**config.mk**
```make
export PLATFORM = sky130hd
export DESIGN_NAME = rmb_radio_if
export DESIGN_NICKNAME = d
export VERILOG_FILES = /design/src/hw/rmb_pkg.sv /design/src/hw/rmb_radio_if.sv
export SDC_FILE = /design/constraint.sdc
export NUM_CORES = 1
export LEC_CHECK = 0
export BUFFER_PORTS_ARGS = -buffer_cell sky130_fd_sc_hd__buf_2
export CAP_MARGIN = 15
export CORE_MARGIN = 8
export CORE_UTILIZATION = 49
export CTS_BUF_LIST = sky130_fd_sc_hd__clkbuf_4 sky130_fd_sc_hd__clkbuf_8
export DETAILED_ROUTE_END_ITERATION = 16
export HOLD_SLACK_MARGIN = 0.06
export PLACE_DENSITY = 0.8
export SLEW_MARGIN = 5
export SYNTH_ARGS = -nofsm -noshare
export SYNTH_HDL_FRONTEND = slang
export SYNTH_SLANG_ARGS = --single-unit
```
**constraint.sdc**
```tcl
create_clock -name hclk -period 4 [get_ports hclk]
set_input_delay 0.4 -clock hclk [delete_from_list [all_inputs] [get_ports hclk]]
set_output_delay 0.4 -clock hclk [all_outputs]
set_load 0.005 [all_outputs]
```
**src/hw/rmb_pkg.sv**
```systemverilog
// Purpose: constants and types of the radio MAC baseband interface
// Assumes: AHB-Lite register access, 100 MHz hclk
// Notes:
// Overview of operation
// tx data leaves lsb first, changed on tx bit clock rising edges
// baseband samples tx data on falling or rising edge by mode
// tx ready sampled on tx clock rising edge before a packet starts
// channel busy high blocks the switch from receive to transmit
// direction output shows read or write, changed on control clock fall
// address strobe high over address bits, low over data bits
// control clock is hclk divided by programmable ratio, default 14
// active-low select frames each control access
// shared serial control line carries address and data both ways
// software-driven output resets the baseband
// baseband tx power enable follows transmit mode
// tx mode output high in transmit, low in receive
// baseband rx power enable active while in receive mode
// pa power enable driven straight from a control bit
// three synthesizer latch enables pulsed high on command
// active-low radio power-down output from a control bit
// baseband frames receive data with frame valid
// rx inputs sampled on falling or rising rx clock edge by mode
// rx bits captured only while frame valid is high
// link quality output low for an error-free packet
// received bits assembled into bytes lsb first
// control access is address phase then data phase, select held low
package rmb_pkg;
	localparam logic [7:0] OFS_CTRL = 8'h00;
	localparam logic [7:0] OFS_CLKDIV = 8'h04;
	localparam logic [7:0] OFS_TXDATA = 8'h08;
	localparam logic [7:0] OFS_RXDATA = 8'h0C;
	localparam logic [7:0] OFS_STATUS = 8'h10;
	localparam logic [7:0] OFS_CTLCMD = 8'h14;
	localparam logic [7:0] OFS_CTLRD = 8'h18;
	localparam logic [7:0] OFS_SYNTH = 8'h1C;
	localparam int CMD_READ_BIT = 16;
	localparam int DIV_DEFAULT = 14;
	localparam int DIV_MIN = 2;
	localparam int CLK_PERIOD_NS = 10;
	localparam int SYNTH_PULSE_NS = 100;
	localparam int SYNTH_PULSE_CYC =
		(SYNTH_PULSE_NS + CLK_PERIOD_NS - 1) / CLK_PERIOD_NS;
	localparam int CTL_BITS = 8;
	typedef struct packed {
		logic pkt_error;
		logic rx_enable;
		logic tx_power_allow;
		logic rising_mode;
		logic radio_powerdown;
		logic bb_reset;
		logic pa_power;
		logic tx_request;
	} rmb_ctrl_t;
	localparam rmb_ctrl_t CTRL_RESET = 8'h3C;
	typedef struct packed {
		logic read;
		logic [7:0] data;
		logic [7:0] addr;
	} rmb_cmd_t;
	typedef enum logic [1:0] {
		CT_IDLE = 2'b00,
		CT_ADDR = 2'b01,
		CT_DATA = 2'b11,
		CT_END = 2'b10
	} rmb_ctl_state_t;
endpackage

```
**src/hw/rmb_radio_if.sv**
```systemverilog
// Purpose: MAC side of the radio baseband link with AHB-Lite registers
// Assumes: link inputs synchronous to hclk, bit clocks well below hclk/2
// Notes: zero wait-state slave, response always OKAY
`timescale 1ns/1ps
`default_nettype none
module rmb_radio_if #(
	parameter int DIV_W = 8,
	parameter int DIV_RESET = rmb_pkg::DIV_DEFAULT
) (
	input wire logic hclk,
	input wire logic hresetn,
	input wire logic hsel,
	input wire logic [31:0] haddr,
	input wire logic [1:0] htrans,
	input wire logic hwrite,
	input wire logic [2:0] hsize,
	input wire logic [31:0] hwdata,
	input wire logic hready,
	output logic hreadyout,
	output logic hresp,
	output logic [31:0] hrdata,
	input wire logic tx_bit_clock,
	input wire logic tx_bb_ready,
	output logic tx_serial_out,
	input wire logic channel_busy,
	input wire logic rx_bit_clock,
	input wire logic rx_frame_valid,
	input wire logic rx_serial_in,
	output logic link_quality_n,
	output logic ctl_select_n,
	output logic ctl_serial_clk,
	output logic ctl_addr_strobe,
	output logic ctl_direction,
	input wire logic ctl_serial_in,
	output logic ctl_serial_out,
	output logic ctl_serial_oe_n,
	output logic bb_reset_n,
	output logic bb_tx_power_en,
	output logic bb_rx_power_en,
	output logic tx_mode_out,
	output logic pa_power_en,
	output logic synth_latch,
	output logic synth_latch_rf,
	output logic synth_latch_if,
	output logic radio_powerdown_n
);
	import rmb_pkg::*;

	if (DIV_W < 2 || DIV_W > 16) begin : g_bad_div_w
		$error("DIV_W out of range");
	end
	if (DIV_RESET < DIV_MIN || DIV_RESET >= (1 << DIV_W)) begin : g_bad_rst
		$error("DIV_RESET does not fit");
	end

	function automatic logic rose(input logic cur, input logic prev);
		rose = cur & ~prev;
	endfunction

	// register bus
	logic wr_pend_r;
	logic [7:0] wr_addr_r;
	logic addr_phase;
	logic rd_take;
	logic wr_now;
	rmb_ctrl_t ctrl_r;
	logic [DIV_W-1:0] div_r;
	logic [7:0] tx_hold_r;
	logic tx_full_r;
	logic tx_busy_r;
	logic [7:0] rx_data_r;
	logic rx_valid_r;
	logic rx_overrun_r;
	logic rx_in_frame_r;
	logic [7:0] ctl_rd_r;
	rmb_cmd_t cmd_r;
	logic cmd_pend_r;
	rmb_ctl_state_t ctl_st_r;
	logic [2:0] synth_sel_r;
	logic [7:0] synth_cnt_r;
	logic tx_active_r;
	logic [31:0] rd_word;

	assign addr_phase = hsel & hready & htrans[1];
	assign rd_take = addr_phase & ~hwrite;
	assign wr_now = wr_pend_r;
	assign hreadyout = 1'b1;
	assign hresp = 1'b0;

	always_comb begin
		rd_word = 32'h0000_0000;
		unique case (haddr[7:0])
			OFS_CTRL: rd_word[7:0] = ctrl_r;
			OFS_CLKDIV: rd_word[DIV_W-1:0] = div_r;
			OFS_TXDATA: rd_word[7:0] = tx_hold_r;
			OFS_RXDATA: rd_word[7:0] = rx_data_r;
			OFS_STATUS: rd_word[8:0] = {link_quality_n, channel_busy,
				tx_bb_ready, cmd_pend_r | (ctl_st_r != CT_IDLE),
				rx_in_frame_r, rx_overrun_r, rx_valid_r, tx_full_r,
				tx_busy_r};
			OFS_CTLCMD: rd_word[16:0] = cmd_r;
			OFS_CTLRD: rd_word[7:0] = ctl_rd_r;
			default: rd_word = 32'h0000_0000;
		endcase
	end

	always_ff @(posedge hclk or negedge hresetn) begin
		if (!hresetn) begin
			wr_pend_r <= 1'b0;
			wr_addr_r <= 8'h00;
		end else begin
			wr_pend_r <= addr_phase & hwrite;
			if (addr_phase)
				wr_addr_r <= haddr[7:0];
		end
	end

	always_ff @(posedge hclk or negedge hresetn) begin
		if (!hresetn)
			hrdata <= 32'h0000_0000;
		else if (rd_take)
			hrdata <= rd_word;
	end

	// control bits
	always_ff @(posedge hclk or negedge hresetn) begin
		if (!hresetn)
			ctrl_r <= CTRL_RESET;
		else if (wr_now && wr_addr_r == OFS_CTRL)
			ctrl_r <= hwdata[7:0];
	end

	// ratio kept at or above the minimum
	always_ff @(posedge hclk or negedge hresetn) begin
		if (!hresetn)
			div_r <= DIV_W'(DIV_RESET);
		else if (wr_now && wr_addr_r == OFS_CLKDIV) begin
			if (hwdata[DIV_W-1:0] < DIV_W'(DIV_MIN))
				div_r <= DIV_W'(DIV_MIN);
			else
				div_r <= hwdata[DIV_W-1:0];
		end
	end

	assign bb_reset_n = ~ctrl_r.bb_reset;
	assign pa_power_en = ctrl_r.pa_power;
	assign radio_powerdown_n = ~ctrl_r.radio_powerdown;
	// low while control bit pkt_error is clear
	assign link_quality_n = ctrl_r.pkt_error;

	// transmit / receive mode
	// switch to transmit only on a clear channel
	always_ff @(posedge hclk or negedge hresetn) begin
		if (!hresetn)
			tx_active_r <= 1'b0;
		else if (!ctrl_r.tx_request)
			tx_active_r <= 1'b0;
		else if (!channel_busy)
			tx_active_r <= 1'b1;
	end

	// tx mode level
	assign tx_mode_out = tx_active_r;
	// transmitter out of standby
	assign bb_tx_power_en = tx_active_r & ctrl_r.tx_power_allow;
	// receive mode enable
	assign bb_rx_power_en = ~tx_active_r & ctrl_r.rx_enable;

	// transmit shifter
	logic tx_clk_q_r;
	logic tx_rise;
	logic [7:0] tx_shift_r;
	logic [2:0] tx_cnt_r;
	logic tx_load;

	always_ff @(posedge hclk or negedge hresetn) begin
		if (!hresetn)
			tx_clk_q_r <= 1'b0;
		else
			tx_clk_q_r <= tx_bit_clock;
	end
	assign tx_rise = rose(tx_bit_clock, tx_clk_q_r);

	// ready checked at packet start
	assign tx_load = tx_rise & tx_full_r & (tx_busy_r ? (tx_cnt_r == 3'd7)
		: (tx_bb_ready & tx_active_r));

	always_ff @(posedge hclk or negedge hresetn) begin
		if (!hresetn)
			tx_hold_r <= 8'h00;
		else if (wr_now && wr_addr_r == OFS_TXDATA && !tx_full_r)
			tx_hold_r <= hwdata[7:0];
	end

	always_ff @(posedge hclk or negedge hresetn) begin
		if (!hresetn)
			tx_full_r <= 1'b0;
		else if (wr_now && wr_addr_r == OFS_TXDATA && !tx_full_r)
			tx_full_r <= 1'b1;
		else if (tx_load)
			tx_full_r <= 1'b0;
	end

	// lsb first on rising tx clock edges
	always_ff @(posedge hclk or negedge hresetn) begin
		if (!hresetn) begin
			tx_shift_r <= 8'h00;
			tx_cnt_r <= 3'd0;
			tx_busy_r <= 1'b0;
			tx_serial_out <= 1'b0;
		end else if (tx_load) begin
			tx_shift_r <= {1'b0, tx_hold_r[7:1]};
			tx_serial_out <= tx_hold_r[0];
			tx_cnt_r <= 3'd0;
			tx_busy_r <= 1'b1;
		end else if (tx_rise && tx_busy_r) begin
			if (tx_cnt_r == 3'd7) begin
				tx_busy_r <= 1'b0;
				tx_serial_out <= 1'b0;
			end else begin
				tx_serial_out <= tx_shift_r[0];
				tx_shift_r <= {1'b0, tx_shift_r[7:1]};
				tx_cnt_r <= tx_cnt_r + 3'd1;
			end
		end
	end

	// receive shifter
	logic rx_clk_q_r;
	logic rx_sample;
	logic [7:0] rx_shift_r;
	logic [2:0] rx_cnt_r;
	logic rx_byte_done;
	logic rx_read;

	always_ff @(posedge hclk or negedge hresetn) begin
		if (!hresetn)
			rx_clk_q_r <= 1'b0;
		else
			rx_clk_q_r <= rx_bit_clock;
	end

	// sample edge chosen by mode
	assign rx_sample = ctrl_r.rising_mode ? rose(rx_bit_clock, rx_clk_q_r)
		: rose(rx_clk_q_r, rx_bit_clock);
	assign rx_byte_done = rx_sample & rx_frame_valid & (rx_cnt_r == 3'd7);
	assign rx_read = rd_take & (haddr[7:0] == OFS_RXDATA);

	// capture in frame, lsb first
	always_ff @(posedge hclk or negedge hresetn) begin
		if (!hresetn) begin
			rx_shift_r <= 8'h00;
			rx_cnt_r <= 3'd0;
			rx_in_frame_r <= 1'b0;
		end else if (rx_sample) begin
			rx_in_frame_r <= rx_frame_valid;
			if (rx_frame_valid) begin
				rx_shift_r <= {rx_serial_in, rx_shift_r[7:1]};
				rx_cnt_r <= rx_cnt_r + 3'd1;
			end else begin
				rx_cnt_r <= 3'd0;
			end
		end
	end

	always_ff @(posedge hclk or negedge hresetn) begin
		if (!hresetn)
			rx_data_r <= 8'h00;
		else if (rx_byte_done)
			rx_data_r <= {rx_serial_in, rx_shift_r[7:1]};
	end

	// new byte wins over a read in the same cycle
	always_ff @(posedge hclk or negedge hresetn) begin
		if (!hresetn)
			rx_valid_r <= 1'b0;
		else if (rx_byte_done)
			rx_valid_r <= 1'b1;
		else if (rx_read)
			rx_valid_r <= 1'b0;
	end

	// overrun cleared by a status write of bit 2
	always_ff @(posedge hclk or negedge hresetn) begin
		if (!hresetn)
			rx_overrun_r <= 1'b0;
		else if (rx_byte_done && rx_valid_r && !rx_read)
			rx_overrun_r <= 1'b1;
		else if (wr_now && wr_addr_r == OFS_STATUS && hwdata[2])
			rx_overrun_r <= 1'b0;
	end

	// control serial port
	logic [DIV_W-1:0] div_cnt_r;
	logic sclk_fall;
	logic sclk_rise;
	logic [2:0] ctl_cnt_r;
	logic [7:0] ctl_shift_r;

	// divided control clock
	always_ff @(posedge hclk or negedge hresetn) begin
		if (!hresetn)
			div_cnt_r <= '0;
		else if (div_cnt_r >= div_r - DIV_W'(1))
			div_cnt_r <= '0;
		else
			div_cnt_r <= div_cnt_r + DIV_W'(1);
	end
	assign sclk_rise = (div_cnt_r == '0);
	assign sclk_fall = (div_cnt_r == (div_r >> 1));

	always_ff @(posedge hclk or negedge hresetn) begin
		if (!hresetn)
			ctl_serial_clk <= 1'b0;
		else if (sclk_rise)
			ctl_serial_clk <= 1'b1;
		else if (sclk_fall)
			ctl_serial_clk <= 1'b0;
	end

	always_ff @(posedge hclk or negedge hresetn) begin
		if (!hresetn)
			cmd_r <= '0;
		else if (wr_now && wr_addr_r == OFS_CTLCMD && !cmd_pend_r
			&& ctl_st_r == CT_IDLE)
			cmd_r <= hwdata[CMD_READ_BIT:0];
	end

	always_ff @(posedge hclk or negedge hresetn) begin
		if (!hresetn)
			cmd_pend_r <= 1'b0;
		else if (wr_now && wr_addr_r == OFS_CTLCMD && !cmd_pend_r
			&& ctl_st_r == CT_IDLE)
			cmd_pend_r <= 1'b1;
		else if (sclk_fall && ctl_st_r == CT_IDLE)
			cmd_pend_r <= 1'b0;
	end

	// address phase then data phase
	always_ff @(posedge hclk or negedge hresetn) begin
		if (!hresetn) begin
			ctl_st_r <= CT_IDLE;
			ctl_cnt_r <= 3'd0;
			ctl_shift_r <= 8'h00;
			ctl_select_n <= 1'b1;
			ctl_addr_strobe <= 1'b0;
			ctl_direction <= 1'b0;
			ctl_serial_out <= 1'b0;
			ctl_serial_oe_n <= 1'b1;
		end else if (sclk_fall) begin
			unique case (ctl_st_r)
				CT_IDLE: begin
					if (cmd_pend_r) begin
						// select held over the access
						ctl_select_n <= 1'b0;
						// direction set on a fall
						ctl_direction <= cmd_r.read;
						// strobe high over address
						ctl_addr_strobe <= 1'b1;
						// drive address lsb first
						ctl_serial_out <= cmd_r.addr[0];
						ctl_serial_oe_n <= 1'b0;
						ctl_shift_r <= {1'b0, cmd_r.addr[7:1]};
						ctl_cnt_r <= 3'd0;
						ctl_st_r <= CT_ADDR;
					end
				end
				CT_ADDR: begin
					if (ctl_cnt_r == 3'(CTL_BITS - 1)) begin
						// strobe low over data
						ctl_addr_strobe <= 1'b0;
						ctl_cnt_r <= 3'd0;
						ctl_st_r <= CT_DATA;
						ctl_serial_out <= cmd_r.read ? 1'b0 : cmd_r.data[0];
						ctl_serial_oe_n <= cmd_r.read;
						ctl_shift_r <= {1'b0, cmd_r.data[7:1]};
					end else begin
						ctl_serial_out <= ctl_shift_r[0];
						ctl_shift_r <= {1'b0, ctl_shift_r[7:1]};
						ctl_cnt_r <= ctl_cnt_r + 3'd1;
					end
				end
				CT_DATA: begin
					if (ctl_cnt_r == 3'(CTL_BITS - 1)) begin
						ctl_select_n <= 1'b1;
						ctl_serial_oe_n <= 1'b1;
						ctl_serial_out <= 1'b0;
						ctl_direction <= 1'b0;
						ctl_st_r <= CT_END;
					end else begin
						if (!cmd_r.read)
							ctl_serial_out <= ctl_shift_r[0];
						ctl_shift_r <= {1'b0, ctl_shift_r[7:1]};
						ctl_cnt_r <= ctl_cnt_r + 3'd1;
					end
				end
				CT_END: ctl_st_r <= CT_IDLE;
			endcase
		end
	end

	// read data taken on rising control clock edges
	always_ff @(posedge hclk or negedge hresetn) begin
		if (!hresetn)
			ctl_rd_r <= 8'h00;
		else if (sclk_rise && ctl_st_r == CT_DATA && cmd_r.read)
			ctl_rd_r <= {ctl_serial_in, ctl_rd_r[7:1]};
	end

	// synthesizer latches
	// latch pulse of fixed width
	always_ff @(posedge hclk or negedge hresetn) begin
		if (!hresetn) begin
			synth_sel_r <= 3'b000;
			synth_cnt_r <= 8'h00;
		end else if (wr_now && wr_addr_r == OFS_SYNTH && synth_cnt_r == 8'h00
			&& hwdata[2:0] != 3'b000) begin
			synth_sel_r <= hwdata[2:0];
			synth_cnt_r <= 8'(SYNTH_PULSE_CYC);
		end else if (synth_cnt_r != 8'h00) begin
			synth_cnt_r <= synth_cnt_r - 8'h01;
			if (synth_cnt_r == 8'h01)
				synth_sel_r <= 3'b000;
		end
	end

	assign synth_latch = synth_sel_r[0];
	assign synth_latch_rf = synth_sel_r[1];
	assign synth_latch_if = synth_sel_r[2];

endmodule
`default_nettype wire

```
# --- After elaboration in Yosys (flattened, before gate mapping) ---
# Index checks and enable logic that the tools add are counted.
op_classes:
  n_addsub: 6
  n_lt_le_gt_ge: 2
  eq_ne: 26
  muxes: 65
  bitwise_logic: 23
  n_reduce_logical: 51
ops:
  columns: ["op", "count"]
  rows:
  - ["two-way mux 8 bit", 10]
  - ["one-hot mux 8 bit (7 select lines)", 1]
  - ["equality test 8 x 5 -> 1 bit (second input constant)", 6]
  - ["logical NOT 8 bit", 4]
  - ["two-way mux 1 bit", 31]
  - ["two-way mux 3 bit", 10]
  - ["equality test 8 x 4 -> 1 bit (second input constant)", 3]
  - ["one-hot mux 8 bit (3 select lines)", 1]
  - ["nonzero test 2 bit", 12]
  - ["AND reduction 4 bit", 5]
  - ["logical AND 1 bit", 18]
  - ["equality test 8 x 3 -> 1 bit (second input constant)", 2]
  - ["subtractor 8 x 1 -> 8 bit (second input constant)", 2]
  - ["AND 1 bit", 15]
  - ["inequality test 2 bit (second input constant)", 6]
  - ["adder 3 x 1 -> 3 bit (second input constant)", 3]
  - ["equality test 3 bit (second input constant)", 3]
  - ["one-hot mux 3 bit (3 select lines)", 1]
  - ["adder 8 x 1 -> 8 bit (second input constant)", 1]
  - ["equality test 8 x 1 -> 1 bit (second input constant)", 1]
  - ["equality test 8 x 7 -> 1 bit", 1]
  - ["greater-or-equal comparator 8 bit", 1]
  - ["less-than comparator 8 x 2 -> 1 bit (second input constant)", 1]
  - ["one-hot mux 1 bit (2 select lines)", 4]
  - ["15 further kinds", 31]
totals:
  regBits: 153
  input_bits: 81
  out_inout_bits: 51
  word_cells: 217

# --- Logic depth before layout (Yosys ltp) ---
# Gate-level depths: netlist of run 1.
logic_depth:
  ltp_word: 8
  depth_mapped: 9
  ltp_nobuf: 9

# --- Worst setup path after synthesis of run 1 ---
# No wires, ideal clock.
synth_timing:
  path_type: "reg2reg"
  from: "reg div_r[2]"
  to: "reg div_cnt_r[0]"
  setup_time_ns: 0.125
  arrival_ns: 2.238
  required_ns: 3.875
  setup_slack_ns: 1.636
  stages_incl_launch_ff: 10
  n_path_buf: 1
  synth_period_minus_slack_ns: 2.364
  path_cell_list: "dfstp_2 -> clkbuf_1 -> nor2_1 -> nor4b_1 -> xnor2_1 -> ha_1 -> a21o_1 -> a21oi_1 -> nor2_1 -> a2111oi_0"
synth_via:
  elab_chain_cells: 3
synth_rtl:
  columns: ["item", "line_no", "rtl"]
  rows:
  - ["start: declaration", "rmb_radio_if.sv:67", "logic [DIV_W-1:0] div_r;"]
  - ["start signal: assignment", "rmb_radio_if.sv:136", "div_r <= DIV_W'(DIV_RESET);"]
  - ["start signal: assignment", "rmb_radio_if.sv:139", "div_r <= DIV_W'(DIV_MIN);"]
  - ["start signal: assignment", "rmb_radio_if.sv:141", "div_r <= hwdata[DIV_W-1:0];"]
  - ["subtractor 8 x 1 -> 8 bit", "rmb_radio_if.sv:304", "else if (div_cnt_r >= div_r - DIV_W'(1))"]
  - ["greater-or-equal comparator 8 bit", "rmb_radio_if.sv:304", null]
  - ["two-way mux 8 bit", "rmb_radio_if.sv:304", null]
  - ["end signal: assignment", "rmb_radio_if.sv:307", "div_cnt_r <= div_cnt_r + DIV_W'(1);"]
  - ["end: declaration", "rmb_radio_if.sv:294", "logic [DIV_W-1:0] div_cnt_r;"]
# No other way between the ends.
# A chain may end at the register's enable or synchronous reset.

# --- Worst setup path after layout of run 1 ---
layout_timing:
  from: "reg div_cnt_r[0]"
  to: "reg ctl_rd_r[2]"
layout_via:
  elab_chain_cells: 3
layout_rtl:
  columns: ["item", "line_no", "rtl"]
  rows:
  - ["logical NOT 8 bit", "rmb_radio_if.sv:309", "assign sclk_rise = (div_cnt_r == '0);"]
  - ["logical AND 1 bit (2 in a row)", "rmb_radio_if.sv:406", "else if (sclk_rise && ctl_st_r == CT_DATA && cmd_r.read)"]
  - ["end signal: assignment", "rmb_radio_if.sv:407", "ctl_rd_r <= {ctl_serial_in, ctl_rd_r[7:1]};"]
  - ["end: declaration", "rmb_radio_if.sv:75", "logic [7:0] ctl_rd_r;"]
# No other way between the ends.

==> results of run 1 <==
[routing by layer]
layer  vias to the layer above  share of wire  track usage
met4                         0          0.024       0.0754
met5                         -              0            0
met1                      2705           0.46        0.247
met2                       186           0.45        0.281
li1                       2562              -            -
met3                        30          0.066       0.0510
[synth_stat cells (all sizes together), types with 4 or more instances]
| cell | n |
|---|---|
| dfrtp | 141 |
| mux2 | 82 |
| nand2 | 41 |
| nor2 | 33 |
| o21ai | 29 |
| inv | 28 |
| mux2i | 24 |
| a21oi | 21 |
| buf | 21 |
| clkbuf | 20 |
| ha | 19 |
| xnor2 | 17 |
| nand3 | 16 |
| nor3 | 11 |
| a22o | 10 |
| dfstp | 9 |
| nand2b | 9 |
| nand3b | 8 |
| nand4 | 8 |
| o2bb2ai | 8 |
| nor4 | 7 |
| nor2b | 6 |
| nor4b | 6 |
| a211oi | 5 |
| a21o | 5 |
| and2 | 5 |
| o31ai | 5 |
| or4 | 5 |
| a221oi | 4 |
| a31oi | 4 |
| o221ai | 4 |
[stage by stage]
stage / instance area, um^2 / instances / utilization / hold WS, ps
6_report: 8500 / 939 / 0.562 / 166
5_1_grt: 8500 / 939 / 0.562 / 147
4_1_cts: 8500 / 938 / 0.561 / 149
3_5_place_dp: 8030 / 904 / 0.530 / 465
3_3_place_gp: 8030 / 904 / 0.530 / 460
2_1_floorplan: 7640 / 682 / - / 104
[area by class of cell]
cell class	instances	area, um^2
antenna	1	2.50
inverter	28	105
clock buffer	23	298
fill	1268	6640
timing repair buffer	78	422
multi-input combinational	463	3530
sequential	150	3760
tap	188	235
clock inverter	8	146
[critical path, stage by stage (launching register included)]
cell	delay [ps]
dfrtp_1	450
inv_1	110
ha_1	160
or4b_2	580
nor4_1	470
nand4_2	400
mux2_2	380
[sequential cells by signal (all words and copies together), names as in the netlist, 6 cells and up]
name         flops
cmd_r           17
ctl_rd_r         8
ctl_shift_r      7
ctrl_r           6
div_cnt_r        8
div_r            8
hrdata          17
rx_data_r        8
rx_shift_r       7
synth_cnt_r      8
tx_hold_r        8
tx_shift_r       7
wr_addr_r        8
[worst max path at each step]
| stage | from | to | slack, ps |
|---|---|---|---|
| after floorplan | div_r[2] | div_cnt_r[0] | 1640 |
| after global placement | div_cnt_r[0] | ctl_rd_r[0] | 1350 |
| after detailed placement | div_cnt_r[0] | ctl_rd_r[5] | 1330 |
| after CTS | div_cnt_r[0] | ctl_rd_r[1] | 1320 |
| after global routing | div_r[3] | div_cnt_r[0] | 1090 |
| final | div_cnt_r[0] | ctl_rd_r[2] | 1320 |
[repair_timing]
action	4_1_cts	5_1_grt
endpoints found under the hold margin	79	0
hold buffers	3	0
endpoints found under the setup margin	0	0
gates resized for setup	0	0
[report_power, final]
part	internal (mW)	switching [mW]
sequential	1.78	0.221
combinational	0.424	0.502
clock	0.746	0.559
[kinds of logic (layout without fill, tap and decap cells)]
family | count (synthesis) | in the layout | share of synthesized area
simple gates | 172 | 172 | 0.124
compound gates | 128 | 128 | 0.118
fa+ha+maj | 19 | 19 | 0.0313
mux | 107 | 107 | 0.161
flops | 150 | 150 | 0.496
buf+inv | 69 | 137 | 0.0458
xor+xnor | 20 | 20 | 0.0231
other cells | 2 | 18 | 0.000990
==> results.json, run 1 <==
{
  "run_status": "complete, no violations",
  "ys_seq_elements": 150,
  "clk_pin_slew_ps": 80,
  "fmax_ghz": 0.373,
  "area_delta_synth_final_pct": 12.1,
  "timing.final.ws_setup_ps": 1320,
  "r2r_start": "div_cnt_r[0]",
  "ys.flop_type": "dfrtp_1",
  "leakage_nw": 4.01,
  "yosys.area.top_type": "dfrtp_1",
  "final.setup.tns_ps": 0,
  "yosys.area.top_type_share": 0.465,
  "grt_usage": 0.186,
  "power.total_mw": 4.23,
  "hold_class": "input pin to register",
  "ys_seq_area_frac": 0.496,
  "place_ws_ps": 1330,
  "drcViolationCount": 0,
  "clock_path_buffers": 2,
  "hold_path_end": "tx_mode_out",
  "cts_max_level": 4,
  "clkSinkCount": 150,
  "grt_pass1_wl_um": 28900,
  "grt_pass1_vias": 5445,
  "async_reset_ff_frac": 1.00,
  "route.vias.total": 5483,
  "cts-root-buf": "clkbuf_8",
  "worstRegToRegCells": 6,
  "r2r_slack_ps": 1320,
  "final_cell_mix": "dfrtp_1, mux2_2, buf_2, nand2_1, nor2_1",
  "syn_area_per_cell_um2": 11.4,
  "synth-edff-count": 0,
  "mappedNetlistArea_mm2": 0.00759,
  "drv_cap": 0,
  "setup_viol": 0,
  "ant_nets": 0,
  "finalHoldViolCount": 0,
  "pin_count": 132,
  "drt_wl_total_um": 17800,
  "clock_latency_ps": 470,
  "routabilityCongestion": 0.931,
  "ys_warn_count": 0,
  "drv_slew": 0,
  "start_util": 0.501,
  "layout-drive-gt1-share": 0.276,
  "cts_setup_buffers": 0,
  "avgRoutedWirePerCell_um": 19.0,
  "synth_cell_types": 74,
  "tightest_slew_ps": 1060,
  "ir_worst_vdd_mv": 0.209,
  "rows": 45,
  "antenna_found_initial": 1,
  "die-height_um": 140,
  "final_common_cell": "dfrtp_1",
  "critPathKind": "register to register",
  "finalCritPeriodShare": 0.670,
  "cts_buffers": 17,
  "overflow": 0,
  "place_hpwl_um": 12900,
  "viasPerCell": 5.84,
  "grt_max_degree": 85,
  "power.density_mw_per_mm2": 497,
  "core-area_mm2": 0.0151,
  "min_from": "channel_busy",
  "num-nets-final": 838,
  "drt_iter0_markers": 502,
  "worstPathArrival_ps": 3030,
  "hold_depth": 2,
  "die_w_um": 140,
  "slew_headroom": 0.288,
  "synthCells": 667,
  "period_minus_slack_ps": 2680,
  "required_ps": 4350,
  "finClkSkew_ps": 13.3,
  "dr.pass1.iters": 5,
  "rr_endpoint": "ctl_rd_r[2]",
  "synthTopCellsByArea": "dfrtp_1, mux2_2, mux2i_1",
  "cp-end-kind": "register",
  "port_buffers": 71,
  "dieArea_mm2": 0.0197,
  "cts_tree": "built",
  "crit_fanout": 8,
  "start_kind": "register",
  "rsz0062_at_grt": "no"
}
(Power assumes the default switching activity.)
==> run 2: changes to the inputs <==
==> constraint.sdc (replaced) <==
create_clock -name hclk -period 2.58 [get_ports hclk]
set_input_delay 0.258 -clock hclk [delete_from_list [all_inputs] [get_ports hclk]]
set_output_delay 0.258 -clock hclk [all_outputs]
set_load 0.005 [all_outputs]
==> results.json, run 2 (synthesis gave the netlist of run 1 again) <==
{
  "routabilityCongestion": 0.923,
  "period_minus_slack_ps": 2420,
  "critPathKind": "register to register",
  "worstPathArrival_ps": 2740,
  "cp-endpoint": "div_cnt_r[1]",
  "ir_worst_vdd_mv": 0.479,
  "drv_cap": 0,
  "port_buffers": 71,
  "start_kind": "register",
  "fmax_ghz": 0.413,
  "layout-drive-gt1-share": 0.296,
  "viasPerCell": 5.80,
  "avgRoutedWirePerCell_um": 18.7,
  "grt_max_degree": 74,
  "cp-end-kind": "register",
  "drcViolationCount": 0,
  "cts_max_level": 4,
  "drv_slew": 0,
  "drt_iter0_markers": 335,
  "required_ps": 2900,
  "core-area_mm2": 0.0151,
  "finalCritPeriodShare": 0.938,
  "dr.pass1.iters": 4,
  "start_util": 0.501,
  "pin_count": 132,
  "finClkSkew_ps": 11.8,
  "leakage_nw": 4.20,
  "dieArea_mm2": 0.0197,
  "reg_top3": "cmd_r (17), hrdata (17)",
  "power.density_mw_per_mm2": 734,
  "clkSinkCount": 150,
  "ant_nets": 0,
  "grt_pass1_wl_um": 29900,
  "die_w_um": 140,
  "final_common_cell": "dfrtp_1",
  "setup_viol": 0,
  "diodes": 0,
  "crit_fanout": 8,
  "grt_pass1_vias": 5762,
  "worstSetupStartpoint": "div_r[5]",
  "finalHoldViolCount": 0,
  "clk_pin_slew_ps": 80,
  "clock_latency_ps": 450,
  "rsz0062_at_grt": "no",
  "r2r_start": "div_r[5]",
  "antenna_found_initial": 0,
  "cts_tree": "built",
  "final_util": 0.584,
  "clock_path_buffers": 2,
  "final.setup.tns_ps": 0,
  "overflow": 0,
  "r2r_slack_ps": 160,
  "drt_wl_total_um": 18400,
  "worstRegToRegCells": 8,
  "tightest_slew_ps": 676,
  "slew_headroom": 0.549,
  "area_delta_synth_final_pct": 16.7,
  "rr_endpoint": "div_cnt_r[1]",
  "run_status": "complete, no violations",
  "hold_class": "input pin to register",
  "num-fill-cells": 1230,
  "place_hpwl_um": 13200,
  "die-height_um": 140,
  "num-nets-final": 882,
  "final_cell_mix": "dfrtp_1, mux2_2, buf_2, nand2_1, nor2_1",
  "route.vias.total": 5705,
  "grt_usage": 0.191,
  "cts_buffers": 17,
  "cts-root-buf": "clkbuf_8",
  "rows": 45
}
==> run 2: cell types whose count changed in the layout (fill, tap and decap cells not counted) <==
cell	change
a2111oi_1	+1
buf_4	+26
dlygate4sd3_1	+17
bufinv_16	-2
clkinv_2	+2
a2111oi_0	-1
diode_2	-1
clkbuf_8	+1
buf_12	+1
==> run 2: area by class of cell <==
type                       count  area [um^2]  share of cell area
clock buffer                  24          312              0.0352
inverter                      28          105              0.0119
timing repair buffer         122          807              0.0912
sequential                   150         3760               0.425
multi-input combinational    463         3530               0.399
clock inverter                 8         96.3              0.0109
tap                          188          235              0.0266
==> run 2: critical path, cell delays in order, from the launching register on <==
cell	delay, ps
dfrtp_1	370
or4_1	550
nor4_1	270
xnor2_1	170
ha_1	260
nand4_1	90
nor2_1	50
buf_4	160
a2111oi_0	380
==> run 2: how the worst min path moves through the flow <==
stage,startpoint,endpoint,slack (ps),depth (start not counted)
floorplan,hresetn,cmd_pend_r,-40,0
global placement,hresetn,synth_cnt_r[5],320,1
detailed placement,hresetn,synth_cnt_r[5],310,1
CTS,haddr[1],wr_addr_r[1],100,2
global route,haddr[1],wr_addr_r[1],110,2
finish,haddr[1],wr_addr_r[1],140,2
==> run 2: metal layers <==
| metal | part of all wire | wire [um] | GRT usage |
|---|---|---|---|
| met4 | 0.021 | 386 | 0.0737 |
| met1 | 0.44 | 8090 | 0.239 |
| met2 | 0.47 | 8640 | 0.305 |
| met3 | 0.068 | 1250 | 0.0564 |
| met5 | 0 | 0 | 0 |
==> run 2: power by group <==
part	switching [mW]	leakage (nW)	internal (mW)	total (mW)
Sequential	0.325	1.91	2.76	3.08
Clock	0.842	0.213	0.990	1.83
Combinational	0.829	2.08	0.755	1.58
==> run 2: repair_timing <==
action	in CTS	in global routing
buffers inserted	0	0
resized for setup	0	1
setup endpoints to repair	0	1
hold buffers	20	0
endpoints found under the hold margin	83	0
==> run 2: per-stage QoR <==
step,worst slack (ps),cell area (um^2),hold WS (ps),power (mW),instances
5_1_grt,12.1,8850,113,6.88,983
3_5_place_dp,180,8240,314,4.66,931
3_3_place_gp,208,8240,317,4.58,931
4_1_cts,122,8850,104,6.53,983
2_1_floorplan,216,7640,-37.6,4.10,682
6_report,160,8850,140,6.50,983
